==> config.mk <==
export PLATFORM = sky130hd
export DESIGN_NAME = cwlo_divider
export DESIGN_NICKNAME = d
export VERILOG_FILES = /design/src/cwlo_pkg.sv /design/src/cwlo_divider.sv
export SDC_FILE = /design/constraint.sdc
export NUM_CORES = 1
export LEC_CHECK = 0
export BUFFER_PORTS_ARGS = -buffer_cell sky130_fd_sc_hd__buf_2
export CAP_MARGIN = 30
export CELL_PAD_IN_SITES_DETAIL_PLACEMENT = 1
export CELL_PAD_IN_SITES_GLOBAL_PLACEMENT = 2
export CORE_MARGIN = 1.5
export CORE_UTILIZATION = 26
export DETAILED_ROUTE_END_ITERATION = 16
export PLACE_DENSITY = 0.87
export SLEW_MARGIN = 10
export SYNTH_ARGS = -nofsm -noshare
export SYNTH_HDL_FRONTEND = slang
export SYNTH_SLANG_ARGS = --single-unit
export TNS_END_PERCENT = 5
==> constraint.sdc <==
create_clock -name mclk_i -period 4.1 [get_ports mclk_i]
set_input_delay 0.41 -clock mclk_i [delete_from_list [all_inputs] [get_ports mclk_i]]
set_output_delay 0.41 -clock mclk_i [all_outputs]
set_load 0.01 [all_outputs]
==> src/cwlo_pkg.sv <==
// Summary of operation
// - after power-up the divider may sit in any of four quadrature states relative to other devices.
// - the I and Q LO of one device are always exactly a quarter LO cycle apart.
// - all channels share one divider, so their LO phases are synchronous without any reset.
// - reset is active high; on its fall the divider restarts at the next quad-rate LO rising edge.
// - against a channel coded 0000, codes 0010, 0100 and 0110 shift by 45, 90 and 135 degrees.
// - with equal codes and aligned dividers the sum of N channels equals N times one channel.
// - the 0 and 90 degree LO phases come digitally from dividing the quad-rate LO clock by four.
// - each channel offers sixteen phase settings of 22.5 degrees each over a full cycle, set by a 4-bit code.
// - the final LO output flops run on mclk and load on each sampled quad-rate LO rising edge, keeping 50 percent duty.
// - asserting reset forces the divider into one known fixed state.
package cwlo_pkg;
	localparam int        NUM_CH    = 8;
	localparam int        CODE_W    = 4;
	localparam int        FINE_W    = 2;
	localparam int        CNT_W     = 4;
	// state forced while reset is high; the common array reference
	localparam logic [1:0] DIV_SYNC_STATE = 2'h0;
	// arbitrary power-up state; real parts wake in any of the four
	localparam logic [1:0] DIV_PWRUP_STATE = 2'h2;
	localparam logic [1:0] CODE_QUAD_MSB  = 2'h3;
endpackage

==> src/cwlo_divider.sv <==
`timescale 1ns/1ns
module cwlo_divider (
	input  wire logic        mclk_i,
	input  wire logic        resetn_i,
	input  wire logic        quad_rate_lo_clock_i,
	input  wire logic        lo_reset_i,
	input  wire logic [7:0]  chan_en_i,
	input  wire logic [31:0] phase_code_i,
	output logic      [7:0]  lo_i_o,
	output logic      [7:0]  lo_q_o,
	output logic      [15:0] lo_fine_o,
	output logic      [3:0]  lo_i_count_o,
	output logic      [1:0]  div_state_o
);
	localparam int NCH = cwlo_pkg::NUM_CH;
	localparam int CW  = cwlo_pkg::CODE_W;
	localparam int FW  = cwlo_pkg::FINE_W;

	logic            lo_clk_d_ff;
	logic            nxt_lo_clk_d;
	logic [1:0]      div_ff;
	logic [1:0]      nxt_div;
	logic            lo_rise;
	logic            upd;
	logic [NCH-1:0]  lo_i_ff;
	logic [NCH-1:0]  lo_q_ff;
	logic [NCH-1:0]  nxt_lo_i;
	logic [NCH-1:0]  nxt_lo_q;
	logic [NCH*FW-1:0] fine_ff;
	logic [NCH*FW-1:0] nxt_fine;
	logic [3:0]      cnt_ff;
	logic [3:0]      nxt_cnt;

	// edge of the quad-rate clock seen on the system clock
	// a quad-rate clock near half of mclk would alias and lose edges
	assign lo_rise = quad_rate_lo_clock_i & ~lo_clk_d_ff;
	assign upd     = lo_rise | lo_reset_i;

	always_comb begin
		nxt_lo_clk_d = quad_rate_lo_clock_i;
		nxt_div      = div_ff;
		if (lo_reset_i) begin
			nxt_div = cwlo_pkg::DIV_SYNC_STATE;
		end else if (lo_rise) begin
			nxt_div = div_ff + 2'h1;
		end
	end

	always_ff @(posedge mclk_i or negedge resetn_i) begin
		if (!resetn_i) begin
			lo_clk_d_ff <= 1'b0;
			div_ff      <= cwlo_pkg::DIV_PWRUP_STATE;
		end else begin
			lo_clk_d_ff <= nxt_lo_clk_d;
			div_ff      <= nxt_div;
		end
	end

	// every channel rotates the one shared divider, never a private one
	genvar g;
	generate
		for (g = 0; g < NCH; g++) begin : g_ch
			logic [CW-1:0] code;
			logic [1:0]    rot;
			assign code = phase_code_i[g*CW +: CW];
			always_comb begin
				rot = nxt_div + code[cwlo_pkg::CODE_QUAD_MSB -: 2];
				nxt_lo_i[g] = lo_i_ff[g];
				nxt_lo_q[g] = lo_q_ff[g];
				nxt_fine[g*FW +: FW] = fine_ff[g*FW +: FW];
				if (upd) begin
					// gray decode: only one of I/Q moves per step
					nxt_lo_i[g] = chan_en_i[g] & rot[1];
					nxt_lo_q[g] = chan_en_i[g] & (rot[1] ^ rot[0]);
					// sub-quadrant 22.5 degree steps go to the mixer weights
					nxt_fine[g*FW +: FW] = code[1:0];
				end
			end
		end
	endgenerate

	// count the next I values so the sum lands together with the outputs
	always_comb begin
		nxt_cnt = cnt_ff;
		if (upd) begin
			nxt_cnt = 4'h0;
			for (int k = 0; k < NCH; k++) begin
				nxt_cnt = nxt_cnt + {3'h0, nxt_lo_i[k]};
			end
		end
	end

	// outputs change only on the LO edge or while lo_reset_i is high, so duty is set by the divider
	always_ff @(posedge mclk_i or negedge resetn_i) begin
		if (!resetn_i) begin
			lo_i_ff <= '0;
			lo_q_ff <= '0;
			fine_ff <= '0;
			cnt_ff  <= 4'h0;
		end else begin
			lo_i_ff <= nxt_lo_i;
			lo_q_ff <= nxt_lo_q;
			fine_ff <= nxt_fine;
			cnt_ff  <= nxt_cnt;
		end
	end

	assign lo_i_o       = lo_i_ff;
	assign lo_q_o       = lo_q_ff;
	assign lo_fine_o    = fine_ff;
	assign lo_i_count_o = cnt_ff;
	assign div_state_o  = div_ff;

	// helper: code and enable that channel 0 last used
	logic [CW-1:0] last_code0_ff;
	logic          last_en0_ff;
	always_ff @(posedge mclk_i or negedge resetn_i) begin
		if (!resetn_i) begin
			last_code0_ff <= 4'h0;
			last_en0_ff   <= 1'b0;
		end else if (upd) begin
			last_code0_ff <= phase_code_i[3:0];
			last_en0_ff   <= chan_en_i[0];
		end
	end

	// channels 0, 1 and 3 are watched singly; every channel shares one decode
	a_reset_forces_sync: assert property (@(posedge mclk_i)
		disable iff (!resetn_i)
		lo_reset_i |=> div_ff == cwlo_pkg::DIV_SYNC_STATE)
		else $error("divider not at sync state under reset");

	a_release_then_step: assert property (@(posedge mclk_i)
		disable iff (!resetn_i)
		$fell(lo_reset_i) && lo_rise |=> div_ff == 2'h1)
		else $error("divider did not restart on first LO edge");

	a_step_per_edge: assert property (@(posedge mclk_i)
		disable iff (!resetn_i)
		!lo_reset_i && lo_rise |=> div_ff == $past(div_ff) + 2'h1)
		else $error("divider did not advance one state");

	a_hold_no_edge: assert property (@(posedge mclk_i)
		disable iff (!resetn_i)
		!lo_reset_i && !lo_rise |=> $stable(div_ff))
		else $error("divider moved without LO edge");

	a_out_reclocked: assert property (@(posedge mclk_i)
		disable iff (!resetn_i)
		!upd |=> $stable(lo_i_o) && $stable(lo_q_o))
		else $error("LO outputs changed off the LO edge");

	a_iq_quarter: assert property (@(posedge mclk_i)
		disable iff (!resetn_i)
		lo_rise && !lo_reset_i && chan_en_i[0] && last_en0_ff
			&& phase_code_i[3:0] == last_code0_ff
		|=> (lo_i_o[0] != $past(lo_i_o[0]))
			!= (lo_q_o[0] != $past(lo_q_o[0])))
		else $error("I and Q not a quarter cycle apart");

	a_code_90_shift: assert property (@(posedge mclk_i)
		disable iff (!resetn_i)
		upd && chan_en_i[1:0] == 2'h3 && phase_code_i[3:0] == 4'h0
			&& phase_code_i[7:4] == 4'h4
		|=> lo_i_o[1] == lo_q_o[0])
		else $error("code 0100 not 90 degrees from code 0000");

	a_same_code_sync: assert property (@(posedge mclk_i)
		disable iff (!resetn_i)
		upd && chan_en_i[1:0] == 2'h3
			&& phase_code_i[3:0] == phase_code_i[7:4]
		|=> lo_i_o[0] == lo_i_o[1] && lo_q_o[0] == lo_q_o[1])
		else $error("equal codes gave unequal LO phase");

	a_fine_follows: assert property (@(posedge mclk_i)
		disable iff (!resetn_i)
		upd |=> lo_fine_o[1:0] == $past(phase_code_i[1:0]))
		else $error("fine step select not taken from code");

	a_sum_n_times: assert property (@(posedge mclk_i)
		disable iff (!resetn_i)
		upd && chan_en_i == 8'hff
			&& phase_code_i == {8{phase_code_i[3:0]}}
		|=> lo_i_count_o == (lo_i_o[0] ? 4'h8 : 4'h0))
		else $error("sum of equal channels is not N times one");

	a_iq_rotate: assert property (@(posedge mclk_i)
		disable iff (!resetn_i)
		lo_rise && !lo_reset_i && chan_en_i[0] && last_en0_ff
			&& phase_code_i[3:0] == last_code0_ff
		|=> lo_i_o[0] == $past(lo_q_o[0])
			&& lo_q_o[0] != $past(lo_i_o[0]))
		else $error("I and Q did not rotate by one quarter");

	a_dis_ch_low: assert property (@(posedge mclk_i)
		disable iff (!resetn_i)
		upd |=> ((lo_i_o | lo_q_o) & ~$past(chan_en_i)) == 8'h0)
		else $error("disabled channel drives its LO");

	a_count_matches: assert property (@(posedge mclk_i)
		disable iff (!resetn_i)
		upd |=> lo_i_count_o == 4'($countones(lo_i_o)))
		else $error("I count does not match the I outputs");

	a_sync_known_out: assert property (@(posedge mclk_i)
		disable iff (!resetn_i)
		lo_reset_i && chan_en_i[0] && phase_code_i[3:0] == 4'h0
		|=> !lo_i_o[0] && !lo_q_o[0])
		else $error("channel 0 not at zero phase under reset");

	a_side_outs_hold: assert property (@(posedge mclk_i)
		disable iff (!resetn_i)
		!upd |=> $stable(lo_fine_o) && $stable(lo_i_count_o))
		else $error("fine select or count changed off the LO edge");

	a_code_45_fine: assert property (@(posedge mclk_i)
		disable iff (!resetn_i)
		upd && phase_code_i[7:4] == 4'h2 |=> lo_fine_o[3:2] == 2'h2)
		else $error("code 0010 did not select the 45 degree step");

	a_code_135_shift: assert property (@(posedge mclk_i)
		disable iff (!resetn_i)
		upd && chan_en_i[3] && chan_en_i[0] && phase_code_i[3:0] == 4'h0
			&& phase_code_i[15:12] == 4'h6
		|=> lo_fine_o[7:6] == 2'h2 && lo_i_o[3] == lo_q_o[0])
		else $error("code 0110 not 135 degrees from code 0000");
endmodule

# Word level (Yosys, flattened, before mapping)

Index checks and enable logic that the tools add are counted.
W data, S select, Z words.

Register bits after elaboration: 39
Input port bits: 44
Output and inout bits: 38
Word-level logic and storage cells: 59

Add/subtract/negate cells: 16
Multiplexer cells: 10
Bitwise operators: 27

Operator list:

| operator              | number |
|---|---|
| $and A1 B1 Y1         | 17 |
| $add A2 B2 Y2         | 8 |
| $add A4 B1 Y4         | 4 |
| $mux W1               | 8 |
| $xor A1 B1 Y1         | 8 |
| $add A3 B1 Y4         | 1 |
| $mux W2               | 2 |
| $add A2 B1 Y3         | 1 |
| $add A1 B1 Y2         | 1 |
| $add A2 B1 Y2 const B | 1 |
| $not A1 Y1            | 1 |
| $or A1 B1 Y1          | 1 |

# Depth between registers and ports, before layout

Gate-level depths: netlist of run 1.

Depth after elaboration: 14
Mapped depth: 17
Depth with buffers taken out: 17

# Least setup slack after synthesis of run 1

Ideal clock, no wire load.

Path kind: input to register
From: input port quad_rate_lo_clock_i
To: register cnt_ff[2], in the netlist lo_i_count_o[2]
Setup time: 77 ps
Arrival: 4103 ps
Required time: 4023 ps
Setup slack: -81 ps
Stages: 17
Buffers on the path: 0
Cells stage by stage: nor2b_1 > xnor2_1 > nor2_1 > ha_1 > xnor2_4 > xnor2_1 > o21ai_1 > fa_1 > inv_1 > fa_1 > fa_1 > inv_1 > ha_1 > inv_1 > fa_1 > xor2_1 > a21oi_1

Word-level cells in the longest chain between the ends: 13
Elaborated cells on any way between the ends: 35
Classes of those cells: add/sub (15); mux (10); bitwise (10)

RTL lines:

| what                        | line                | text |
|---|---|---|
| from (decl)                 | cwlo_divider.sv:5   | `input wire logic quad_rate_lo_clock_i,` |
| $and A1 B1 Y1               | cwlo_divider.sv:36  | `assign lo_rise = quad_rate_lo_clock_i & ~lo_clk_d_ff;` |
| $mux W2                     | cwlo_divider.sv:44  | `end else if (lo_rise) begin` |
| $mux W2                     | cwlo_divider.sv:42  | `if (lo_reset_i) begin` |
| net nxt_div[0]              | cwlo_divider.sv:22  | `logic [1:0] nxt_div;` |
| $add A2 B2 Y2               | cwlo_divider.sv:67  | `rot = nxt_div + code[cwlo_pkg::CODE_QUAD_MSB -: 2];` |
| $and A1 B1 Y1               | cwlo_divider.sv:73  | `nxt_lo_i[g] = chan_en_i[g] & rot[1];` |
| $mux W1                     | cwlo_divider.sv:71  | `if (upd) begin` |
| net nxt_lo_i[0]             | cwlo_divider.sv:27  | `logic [NCH-1:0] nxt_lo_i;` |
| $add A1 B1 Y2               | cwlo_divider.sv:88  | `nxt_cnt = nxt_cnt + {3'h0, nxt_lo_i[k]};` |
| $add A2 B1 Y3               | cwlo_divider.sv:88  |  |
| $add A3 B1 Y4               | cwlo_divider.sv:88  |  |
| $add A4 B1 Y4 (4 in series) | cwlo_divider.sv:88  |  |
| to (signal assigned)        | cwlo_divider.sv:104 | `cnt_ff <= nxt_cnt;` |
| to (decl)                   | cwlo_divider.sv:31  | `logic [3:0] cnt_ff;` |

The timed path passes the listed nets, and every way through them passes these cells.
A chain may end at the register's enable or synchronous reset.

# Worst setup path after layout of run 1

From: register lo_clk_d_ff
To: register cnt_ff[1], in the netlist lo_i_count_o[1]

Word-level cells in the longest chain between the ends: 14
Elaborated cells on any way between the ends: 36
Classes of those cells: add/sub (15); mux (10); bitwise (11)

RTL lines:

| what                        | line               | text |
|---|---|---|
| from (decl)                 | cwlo_divider.sv:19 | `logic lo_clk_d_ff;` |
| from (signal assigned)      | cwlo_divider.sv:54 | `lo_clk_d_ff <= nxt_lo_clk_d;` |
| $not A1 Y1                  | cwlo_divider.sv:36 |  |
| $and A1 B1 Y1               | cwlo_divider.sv:36 |  |
| $mux W2                     | cwlo_divider.sv:44 |  |
| $mux W2                     | cwlo_divider.sv:42 |  |
| net nxt_div[0]              | cwlo_divider.sv:22 |  |
| $add A2 B2 Y2               | cwlo_divider.sv:67 |  |
| $and A1 B1 Y1               | cwlo_divider.sv:73 |  |
| $mux W1                     | cwlo_divider.sv:71 |  |
| net nxt_lo_i[0]             | cwlo_divider.sv:27 |  |
| $add A1 B1 Y2               | cwlo_divider.sv:88 |  |
| $add A2 B1 Y3               | cwlo_divider.sv:88 |  |
| $add A3 B1 Y4               | cwlo_divider.sv:88 |  |
| $add A4 B1 Y4 (4 in series) | cwlo_divider.sv:88 |  |

The timed path passes the listed nets, and every way through them passes these cells.

==> results of run 1 <==
cells by family (layout without fill, tap and decap cells):
kind of cell             after synthesis  after routing  synth area share, %
multiplexers                           1              1                 1.05
buffers and inverters                 14            113                 3.39
adder cells (fa/ha/maj)               15             15                 10.2
AO/OA/AOI/OAI                         24             24                 6.26
flip-flops                            39             39                 45.7
AND/OR/NAND/NOR                       85             85                 16.0
XOR/XNOR                              34             34                 17.4
synth_stat cells:
| cell | instances |
|---|---|
| a21oi_1 | 3 |
| a22o_1 | 1 |
| buf_1 | 1 |
| buf_12 | 1 |
| buf_2 | 3 |
| clkbuf_1 | 2 |
| dfrtp_1 | 38 |
| dfstp_2 | 1 |
| fa_1 | 4 |
| ha_1 | 11 |
| inv_1 | 6 |
| inv_2 | 1 |
| mux2i_4 | 1 |
| nand2_1 | 75 |
| nand3b_4 | 1 |
| nor2_1 | 6 |
| nor2b_1 | 2 |
| o21a_1 | 4 |
| o21ai_0 | 1 |
| o21ai_1 | 15 |
| or2_1 | 1 |
| xnor2_1 | 17 |
| xnor2_4 | 4 |
| xor2_1 | 13 |
registers in the layout (all words and copies together) (netlist names):
name	flops
lo_fine_o	16
lo_i_o	8
div_state_o	2
lo_i_count_o	4
lo_clk_d_ff	1
lo_q_o	8
repair_timing:
item / CTS / global route
pin swaps: 2 / 7
gates resized for setup: 2 / 10
endpoints found under the setup margin: 2 / 3
setup buffers: 2 / 2
cloned: 0 / 0
routing by layer:
layer / global-route usage [%] / up-vias / part of all wire [%]
li1: - / 860 / -
met1: 16.6 / 842 / 45
met2: 22.8 / 59 / 48
met3: 2.59 / 6 / 6.1
met4: 3.36 / 0 / 1.1
met5: 0 / - / 0
through the flow:
| stage | TNS [ns] | hold WS, ns |
|---|---|---|
| finish | 0 | 0.0969 |
| floorplan | 0 | 0.114 |
| global route | -0.0214 | 0.124 |
| global placement | -0.136 | 0.443 |
| detailed placement | -0.541 | 0.455 |
| CTS | 0 | 0.287 |
path summary, 6_finish.rpt:
check,slack [ns],startpoint,endpoint
max in group asynchronous,3.44,resetn_i,div_state_o[1]$_DFF_PN1_
setup reg to reg,0.16,lo_clk_d_ff$_DFF_PN0_,lo_i_count_o[1]$_DFFE_PN0N_
setup / recovery,0.16,lo_clk_d_ff$_DFF_PN0_,lo_i_count_o[1]$_DFFE_PN0N_
hold / removal,0.1,resetn_i,lo_fine_o[15]$_DFFE_PN0N_
hold reg to reg,0.47,lo_fine_o[15]$_DFFE_PN0N_,lo_fine_o[15]$_DFFE_PN0N_
min in group mclk_i,0.32,phase_code_i[1],lo_fine_o[1]$_DFFE_PN0N_
power groups by stage:
stage	clock, mW	combinational (mW)	sequential (mW)
2_1_floorplan	0	0.188	0.497
3_3_place_gp	0	0.344	0.471
3_5_place_dp	0	0.355	0.474
4_1_cts	0.266	0.362	0.466
5_1_grt	0.279	0.416	0.472
6_report	0.251	0.368	0.465
worst max-delay path: cells and delay by family (launching register included):
kind / cells / cell delay [ns]
adder cells (fa/ha/maj): 6 / 2.30
XOR/XNOR: 3 / 0.47
flip-flops: 1 / 0.40
buffers and inverters: 4 / 0.31
AND/OR/NAND/NOR: 2 / 0.21
AO/OA/AOI/OAI: 2 / 0.15
area by class of cell:
type | instances | area share, %
multi-input cells | 159 | 39.4
flip-flops and latches | 39 | 33.6
repair buffers | 98 | 19.0
well taps | 102 | 4.39
clock buffers | 8 | 2.75
inverters | 7 | 0.903
==> results.py, run 1 <==
metrics = {
    "outcome": {
        "outcome": "completed",
    },
    "yosys": {
        "yosysWarnings": 0,
        "syn-num-nets": 271,
        "syn_area_um2": 2140,
        "synth-seq-cells": 39,
        "ys_seq_area_share_pct": 45.7,
        "synth_top_area_share_pct": 44.4,
        "ys_types": 24,
        "synth_top_area_cell": "dfrtp_1",
        "synth_cells": 212,
        "synthTopCellsByArea": "dfrtp_1 (44%), nand2_1 (13%), xnor2_1 (7.0%)",
        "avgSynthCellArea_um2": 10.1,
    },
    "setup_path": {
        "critPathMaxStageDelay_ns": 0.54,
        "worstPathRequired_ns": 4.27,
        "worstPathArrival_ns": 4.11,
        "path_cells": "nor2b_2 -> xnor2_1 -> nor2_2 -> buf_4 -> ha_4 -> xnor2_4 -> xnor2_2 -> o21ai_2 -> fa_1 -> inv_1 -> fa_1 -> fa_1 -> inv_1 -> ha_2 -> inv_2 -> fa_2 -> a21oi_1",
        "slowest_stage": "fa_1",
        "cp-start-kind": "flip-flop",
        "crit_path_frequent_cell": "fa_1",
        "path_max_fanout": 2,
        "reg2reg_depth": 17,
        "critical_path.endpoint_type": "flip-flop",
        "crit_type": "flip-flop to flip-flop",
    },
    "power_and_ir_drop": {
        "p_sw_share_pct": 32.6,
        "intPower_mw": 0.730,
        "ir_worst_vdd_uv": 121,
        "p_seq_share_pct": 42.9,
        "p_leak_nw": 1.51,
        "p_total_mw": 1.08,
        "powerDensity_nw_per_um2": 373,
        "clkPwrFrac_pct": 23.1,
        "switchingPower_mw": 0.353,
        "pwr-share-comb_pct": 33.9,
    },
    "sta": {
        "fin_crit_ns": 3.94,
        "fin_crit_sh_pct": 96.2,
        "rsz0062_at_grt": "true",
        "hold_violations": 0,
        "setup_violations": 0,
        "fin_ws_ns": 0.156,
        "fin_skew_ns": 0.00539,
        "fmax_mhz": 254,
        "slew_headroom_pct": 64.4,
        "slew_violations": 0,
        "worst_pin_slew_ns": 0.534,
    },
    "cts": {
        "clockBufferDepth": 2,
        "clkSinkCount": 39,
        "cts_root_buffer": "clkbuf_8",
        "tritoncts": "yes",
        "clk_pin_slew_ns": 0.08,
        "numCtsBuffers": 5,
        "cts_max_level": 2,
        "clock_latency_ns": 0.29,
        "cts_hold_buf": 0,
    },
    "placed_design": {
        "place_inst": 400,
        "dp_hpwl_mm": 4.23,
        "pre_cts_slack_ns": -0.278,
        "place_congestion": 0.733,
        "port_buffers": 81,
        "place_area_um2": 2720,
    },
    "drt": {
        "vias": 1767,
        "route.detailed.drc": 0,
        "drtPass1Iterations": 4,
        "via_per_inst": 4.28,
        "ant_nets": 0,
        "drtIter0Drc": 16,
        "wl_per_cell_um": 13.4,
        "drt_wl_total_mm": 5.55,
    },
    "die": {
        "start_util_pct": 27.3,
        "dieArea_um2": 8780,
        "num_rows": 32,
        "die_x_um": 93.7,
        "pin_count": 82,
        "die_h_um": 93.7,
        "core_area_um2": 7850,
    },
    "finish": {
        "area_delta_synth_final_pct": 36.0,
        "antennaDiodeCount": 0,
        "final_cell_mix": "buf_2 (81), nand2_1 (75), dfrtp_1 (38), xnor2_1 (16), buf_4 (16)",
        "drive_above_1_share_pct": 39.5,
        "regArea_um2": 977,
        "fin_nets": 369,
        "final_common_cell": "buf_2",
        "final.fill_count": 954,
        "multi_input_area_um2": 1140,
        "stdcell_count": 413,
        "fin_area_um2": 2910,
        "fin_util_pct": 37.1,
    },
    "global_routing": {
        "grt_pass1_wl_mm": 8.93,
        "grt_pass1_vias": 1857,
        "antenna_found_initial": 0,
        "gr-usage-all-layers_pct": 13.1,
        "overflow": 0,
        "grt_max_degree": 40,
    },
    "hold_path": {
        "min-delay-path-class": "input pin to async pin",
    },
    "run": {
        "maxCapViolations": 0,
    },
}
(Power assumes the default switching activity.)
==> inputs of run 2 (changes only) <==
--- a/config.mk
+++ b/config.mk
@@ -9,10 +9,11 @@
 export CAP_MARGIN = 30
 export CELL_PAD_IN_SITES_DETAIL_PLACEMENT = 1
 export CELL_PAD_IN_SITES_GLOBAL_PLACEMENT = 2
-export CORE_MARGIN = 1.5
-export CORE_UTILIZATION = 26
+export CORE_MARGIN = 5
+export CORE_UTILIZATION = 27
+export CTS_BUF_LIST = sky130_fd_sc_hd__clkbuf_4 sky130_fd_sc_hd__clkbuf_8
 export DETAILED_ROUTE_END_ITERATION = 16
-export PLACE_DENSITY = 0.87
+export PLACE_DENSITY = 0.89
 export SLEW_MARGIN = 10
 export SYNTH_ARGS = -nofsm -noshare
 export SYNTH_HDL_FRONTEND = slang
==> results.py, run 2 (synthesis results as in run 1) <==
metrics = {
    "finish": {
        "final_cell_mix": "buf_2 (81), nand2_1 (75), dfrtp_1 (38), xnor2_1 (13), buf_4 (13)",
        "fin_util_pct": 38.2,
        "fin_nets": 367,
        "multi_input_area_um2": 1200,
        "largest_reg_flops": 16,
        "final.fill_count": 926,
        "antennaDiodeCount": 0,
        "drive_above_1_share_pct": 41.7,
        "area_delta_synth_final_pct": 38.1,
        "final_common_cell": "buf_2",
        "regArea_um2": 977,
    },
    "drt": {
        "dr.max_layer_used": "met4",
        "vias": 1759,
        "drt_wl_total_mm": 5.63,
        "drtPass1Iterations": 2,
        "drtIter0Drc": 16,
        "via_per_inst": 4.28,
        "ant_nets": 0,
        "met3_length_um": 302,
        "route.detailed.drc": 0,
        "met1_length_mm": 2.41,
        "wl_per_cell_um": 13.7,
        "met2_wirelength_mm": 2.84,
    },
    "die": {
        "pin_count": 82,
        "core_area_um2": 7730,
        "die_h_um": 99.0,
        "die_x_um": 99.0,
        "dieArea_um2": 9800,
        "num_rows": 32,
        "start_util_pct": 27.7,
    },
    "cts": {
        "clockBufferDepth": 2,
        "cts_max_level": 2,
        "clkSinkCount": 39,
        "numCtsBuffers": 5,
        "tritoncts": "yes",
        "clk_pin_slew_ns": 0.07,
        "clock_latency_ns": 0.29,
        "cts_root_buffer": "clkbuf_8",
    },
    "setup_path": {
        "critical_path.endpoint_type": "flip-flop",
        "worstPathRequired_ns": 4.27,
        "worstPathArrival_ns": 4.12,
        "path_max_fanout": 4,
        "r2r_start": "lo_clk_d_ff$_DFF_PN0_",
        "crit_type": "flip-flop to flip-flop",
        "slowest_stage": "fa_1",
        "reg2reg_depth": 16,
        "crit_path_frequent_cell": "fa_1",
        "timing.reg2reg.setup_slack_ns": 0.15,
        "critPathMaxStageDelay_ns": 0.54,
        "rr_endpoint": "lo_i_count_o[1]$_DFFE_PN0N_",
        "path_cells": "nor2b_2 -> xnor2_2 -> nor2_4 -> ha_4 -> xnor2_4 -> xnor2_2 -> o21ai_2 -> fa_1 -> inv_1 -> fa_1 -> fa_1 -> inv_1 -> ha_2 -> inv_2 -> fa_2 -> a21oi_1",
        "cp-start-kind": "flip-flop",
    },
    "power_and_ir_drop": {
        "p_leak_nw": 1.52,
        "powerDensity_nw_per_um2": 375,
        "ir_worst_vdd_uv": 112,
    },
    "sta": {
        "rsz0062_at_grt": "true",
        "slew_headroom_pct": 76.9,
        "hold_violations": 0,
        "worst_pin_slew_ns": 0.340,
        "fmax_mhz": 253,
        "tns_ns": 0,
        "fin_crit_sh_pct": 96.4,
        "slew_violations": 0,
        "whs_ns": 0.320,
        "fin_ws_ns": 0.150,
        "fin_crit_ns": 3.95,
        "setup_violations": 0,
        "fin_skew_ns": 0.00676,
    },
    "global_routing": {
        "gr-usage-all-layers_pct": 12.0,
        "grt_pass1_wl_mm": 9.34,
        "grt_max_degree": 40,
        "grt_pass1_vias": 1939,
        "overflow": 0,
        "antenna_found_initial": 0,
    },
    "placed_design": {
        "port_buffers": 81,
        "dp_hpwl_mm": 4.43,
        "place_congestion": 0.776,
        "pre_cts_slack_ns": -0.235,
    },
    "hold_path": {
        "hold_end": "lo_fine_o[0]$_DFFE_PN0N_",
        "worstHoldStart": "phase_code_i[0]",
        "hold_path_depth": 3,
        "min-delay-path-class": "input pin to flip-flop",
    },
    "outcome": {
        "outcome": "completed",
    },
    "run": {
        "maxCapViolations": 0,
    },
}
## run 2: cell types whose count changed in the layout (fill, tap and decap cells not counted), sizes merged
cell | previous run | this run
buf | 98 | 95
clkbuf | 8 | 7
clkinv | 0 | 1
dlygate4sd3 | 0 | 1
## run 2: worst max-delay path by stage
stage                                   to  cells past startpoint             startpoint
2_1_floorplan  lo_i_count_o[2]$_DFFE_PN0N_                     17   quad_rate_lo_clock_i
3_5_place_dp   lo_i_count_o[2]$_DFFE_PN0N_                     18   quad_rate_lo_clock_i
4_1_cts        lo_i_count_o[2]$_DFFE_PN0N_                     18  lo_clk_d_ff$_DFF_PN0_
5_1_grt        lo_i_count_o[2]$_DFFE_PN0N_                     17  lo_clk_d_ff$_DFF_PN0_
6_report       lo_i_count_o[1]$_DFFE_PN0N_                     16  lo_clk_d_ff$_DFF_PN0_
3_3_place_gp   lo_i_count_o[2]$_DFFE_PN0N_                     18   quad_rate_lo_clock_i
## run 2: final cells by class
cell class / count / share of cell area, %
clock buffer: 7 / 2.84
clock inverter: 1 / 0.169
multi-input combinational: 159 / 40.7
inverter: 7 / 0.889
sequential: 39 / 33.1
tap: 102 / 4.32
timing repair buffer: 96 / 18.0
## run 2: routing by layer
| metal | GRT usage, % | vias to the layer above |
|---|---|---|
| met5 | 0 | - |
| met4 | 3.78 | 0 |
| met3 | 2.83 | 6 |
| met2 | 21.3 | 57 |
| met1 | 14.2 | 841 |
| li1 | - | 855 |
## run 2: metrics by stage
stage / instance area, um2 / total power [mW] / cells
6_report: 2950 / 1.11 / 411
5_1_grt: 2950 / 1.20 / 411
4_1_cts: 2850 / 1.12 / 409
3_5_place_dp: 2710 / 0.835 / 399
3_3_place_gp: 2710 / 0.816 / 399
2_1_floorplan: 2140 / 0.685 / 212
## run 2: worst max-delay path, delay by kind of cell (launching register included)
family                   cells  cell delay (ns)
AND/OR/NAND/NOR              2             0.40
flip-flops                   1             0.40
adder cells (fa/ha/maj)      6             2.37
AO/OA/AOI/OAI                2             0.15
buffers and inverters        3             0.16
XOR/XNOR                     3             0.36
## run 2: power by group
part | switching, mW | internal (mW) | total [mW] | leakage (nW)
sequential | 0.0270 | 0.437 | 0.464 | 0.486
clock | 0.131 | 0.133 | 0.264 | 0.0491
combinational | 0.202 | 0.176 | 0.378 | 0.988
## run 2: timing repair
item	CTS	global route
setup buffers	2	1
setup endpoints to repair	2	2
hold buffers	0	1
resized for setup	5	15
hold endpoints to repair	0	7
pin swaps	1	12
==> inputs of run 3 (changes only) <==
--- a/config.mk
+++ b/config.mk
@@ -11,9 +11,9 @@
 export CELL_PAD_IN_SITES_GLOBAL_PLACEMENT = 2
 export CORE_MARGIN = 5
 export CORE_UTILIZATION = 27
-export CTS_BUF_LIST = sky130_fd_sc_hd__clkbuf_4 sky130_fd_sc_hd__clkbuf_8
+export CTS_BUF_LIST = sky130_fd_sc_hd__clkbuf_8
 export DETAILED_ROUTE_END_ITERATION = 16
-export PLACE_DENSITY = 0.89
+export PLACE_DENSITY = 0.77
 export SLEW_MARGIN = 10
 export SYNTH_ARGS = -nofsm -noshare
 export SYNTH_HDL_FRONTEND = slang
==> results.py, run 3 (synthesis results as in run 1) <==
metrics = {
    "sta": {
        "whs_ns": 0.321,
        "fin_crit_sh_pct": 96.5,
        "fmax_mhz": 253,
        "worst_pin_slew_ns": 0.371,
        "tns_ns": 0,
        "setup_violations": 0,
        "slew_violations": 0,
        "fin_crit_ns": 3.96,
        "fin_skew_ns": 0.00163,
        "hold_violations": 0,
        "fin_ws_ns": 0.143,
        "slew_headroom_pct": 74.7,
    },
    "power_and_ir_drop": {
        "p_seq_share_pct": 43.3,
        "p_sw_share_pct": 32.5,
        "pwr-share-comb_pct": 34.8,
        "powerDensity_nw_per_um2": 366,
        "intPower_mw": 0.725,
        "p_total_mw": 1.07,
        "clkPwrFrac_pct": 21.9,
        "p_leak_nw": 1.51,
        "ir_worst_vdd_uv": 129,
        "switchingPower_mw": 0.349,
    },
    "die": {
        "dieArea_um2": 9800,
        "die_h_um": 99.0,
        "core_area_um2": 7730,
        "num_rows": 32,
        "start_util_pct": 27.7,
        "pin_count": 82,
        "die_x_um": 99.0,
    },
    "cts": {
        "tritoncts": "yes",
        "cts_max_level": 2,
        "clk_pin_slew_ns": 0.07,
        "clockBufferDepth": 2,
        "clock_latency_ns": 0.28,
        "clkSinkCount": 39,
        "cts_root_buffer": "clkbuf_8",
        "numCtsBuffers": 5,
    },
    "finish": {
        "area_delta_synth_final_pct": 37.0,
        "drive_above_1_share_pct": 40.3,
        "fin_area_um2": 2930,
        "final_common_cell": "buf_2",
        "antennaDiodeCount": 0,
        "final_cell_mix": "buf_2 (81), nand2_1 (75), dfrtp_1 (38), xnor2_1 (14), buf_4 (14)",
        "largest_reg_flops": 16,
        "stdcell_count": 410,
        "fin_util_pct": 37.9,
        "fin_nets": 368,
    },
    "global_routing": {
        "grt_pass1_vias": 1923,
        "overflow": 0,
        "grt_pass1_wl_mm": 9.02,
        "gr-usage-all-layers_pct": 11.5,
        "grt_max_degree": 40,
        "antenna_found_initial": 0,
    },
    "setup_path": {
        "critical-path-top-delay-family": "adder cells",
        "critical_path.endpoint_type": "flip-flop",
        "critPathMaxStageDelay_ns": 0.53,
        "crit_type": "flip-flop to flip-flop",
        "path_max_fanout": 4,
        "worstPathRequired_ns": 4.27,
        "path_cells": "nor2b_2 -> xnor2_2 -> nor2_4 -> ha_4 -> xnor2_4 -> xnor2_2 -> o21ai_2 -> fa_1 -> inv_1 -> fa_1 -> fa_1 -> inv_1 -> ha_2 -> inv_1 -> fa_2 -> a21oi_2",
        "worstPathArrival_ns": 4.12,
        "cp-start-kind": "flip-flop",
        "slowest_stage": "fa_1",
        "critPathBufInv": 3,
    },
    "placed_design": {
        "pre_cts_slack_ns": -0.298,
        "place_congestion": 0.749,
        "port_buffers": 81,
        "dp_hpwl_mm": 4.15,
        "place_area_um2": 2710,
        "place_inst": 399,
    },
    "drt": {
        "drtPass1Iterations": 4,
        "drt_wl_total_mm": 5.33,
        "via_per_inst": 4.17,
        "vias": 1711,
        "ant_nets": 0,
        "route.detailed.drc": 0,
        "wl_per_cell_um": 13.0,
        "drtIter0Drc": 15,
    },
    "run": {
        "maxCapViolations": 0,
    },
    "hold_path": {
        "min-delay-path-class": "input pin to flip-flop",
    },
    "outcome": {
        "outcome": "completed",
    },
}
run 3: cell type report:
cell class | instances | area (um2)
repair buffers | 97 | 541
inverters | 7 | 26.3
clock inverters | 1 | 3.75
clock buffers | 5 | 68.8
multi-input cells | 159 | 1190
well taps | 102 | 128
flip-flops and latches | 39 | 977
fillers | 931 | 4800
run 3: per-layer routing:
metal	track usage [%]	part of all wire, %	up-vias
li1	-	-	855
met1	14.2	45	790
met2	19.3	47	58
met3	2.97	6.4	8
met4	4.31	2.1	0
met5	0	0	-
run 3: what timing repair did:
item,4_1_cts,5_1_grt
hold buffers,0,1
gates resized for setup,3,14
endpoints found under the hold margin,0,8
setup endpoints to repair,2,3
pin swaps,1,14
setup buffers,2,2
run 3: power groups by stage:
stage | logic (mW) | registers [mW] | clock network, mW
finish | 0.374 | 0.465 | 0.235
global route | 0.424 | 0.474 | 0.266
CTS | 0.361 | 0.467 | 0.252
detailed placement | 0.354 | 0.474 | 0
global placement | 0.346 | 0.472 | 0
floorplan | 0.188 | 0.497 | 0
run 3: path summary, 6_finish.rpt:
check / slack, ns / to / start / cells after the start
setup / recovery: 0.14 / lo_i_count_o[1]$_DFFE_PN0N_ / lo_clk_d_ff$_DFF_PN0_ / 16
hold / removal: 0.32 / lo_fine_o[11]$_DFFE_PN0N_ / phase_code_i[21] / 3
setup reg to reg: 0.14 / lo_i_count_o[1]$_DFFE_PN0N_ / lo_clk_d_ff$_DFF_PN0_ / 16
hold reg to reg: 0.47 / lo_fine_o[8]$_DFFE_PN0N_ / lo_fine_o[8]$_DFFE_PN0N_ / 2
max in group asynchronous: 3.13 / lo_q_o[7]$_DFFE_PN0N_ / resetn_i / 3
min in group asynchronous: 0.53 / lo_fine_o[3]$_DFFE_PN0N_ / resetn_i / 2
run 3: worst reg2reg max path, delay by kind of cell, from the launching register on:
family | cells | cell delay (ns)
and+or+nand+nor | 2 | 0.40
buffers and inverters | 3 | 0.17
AOI/OAI and AO/OA | 2 | 0.14
adders and majority gates | 6 | 2.39
DFF | 1 | 0.39
xor gates and xnor gates | 3 | 0.37
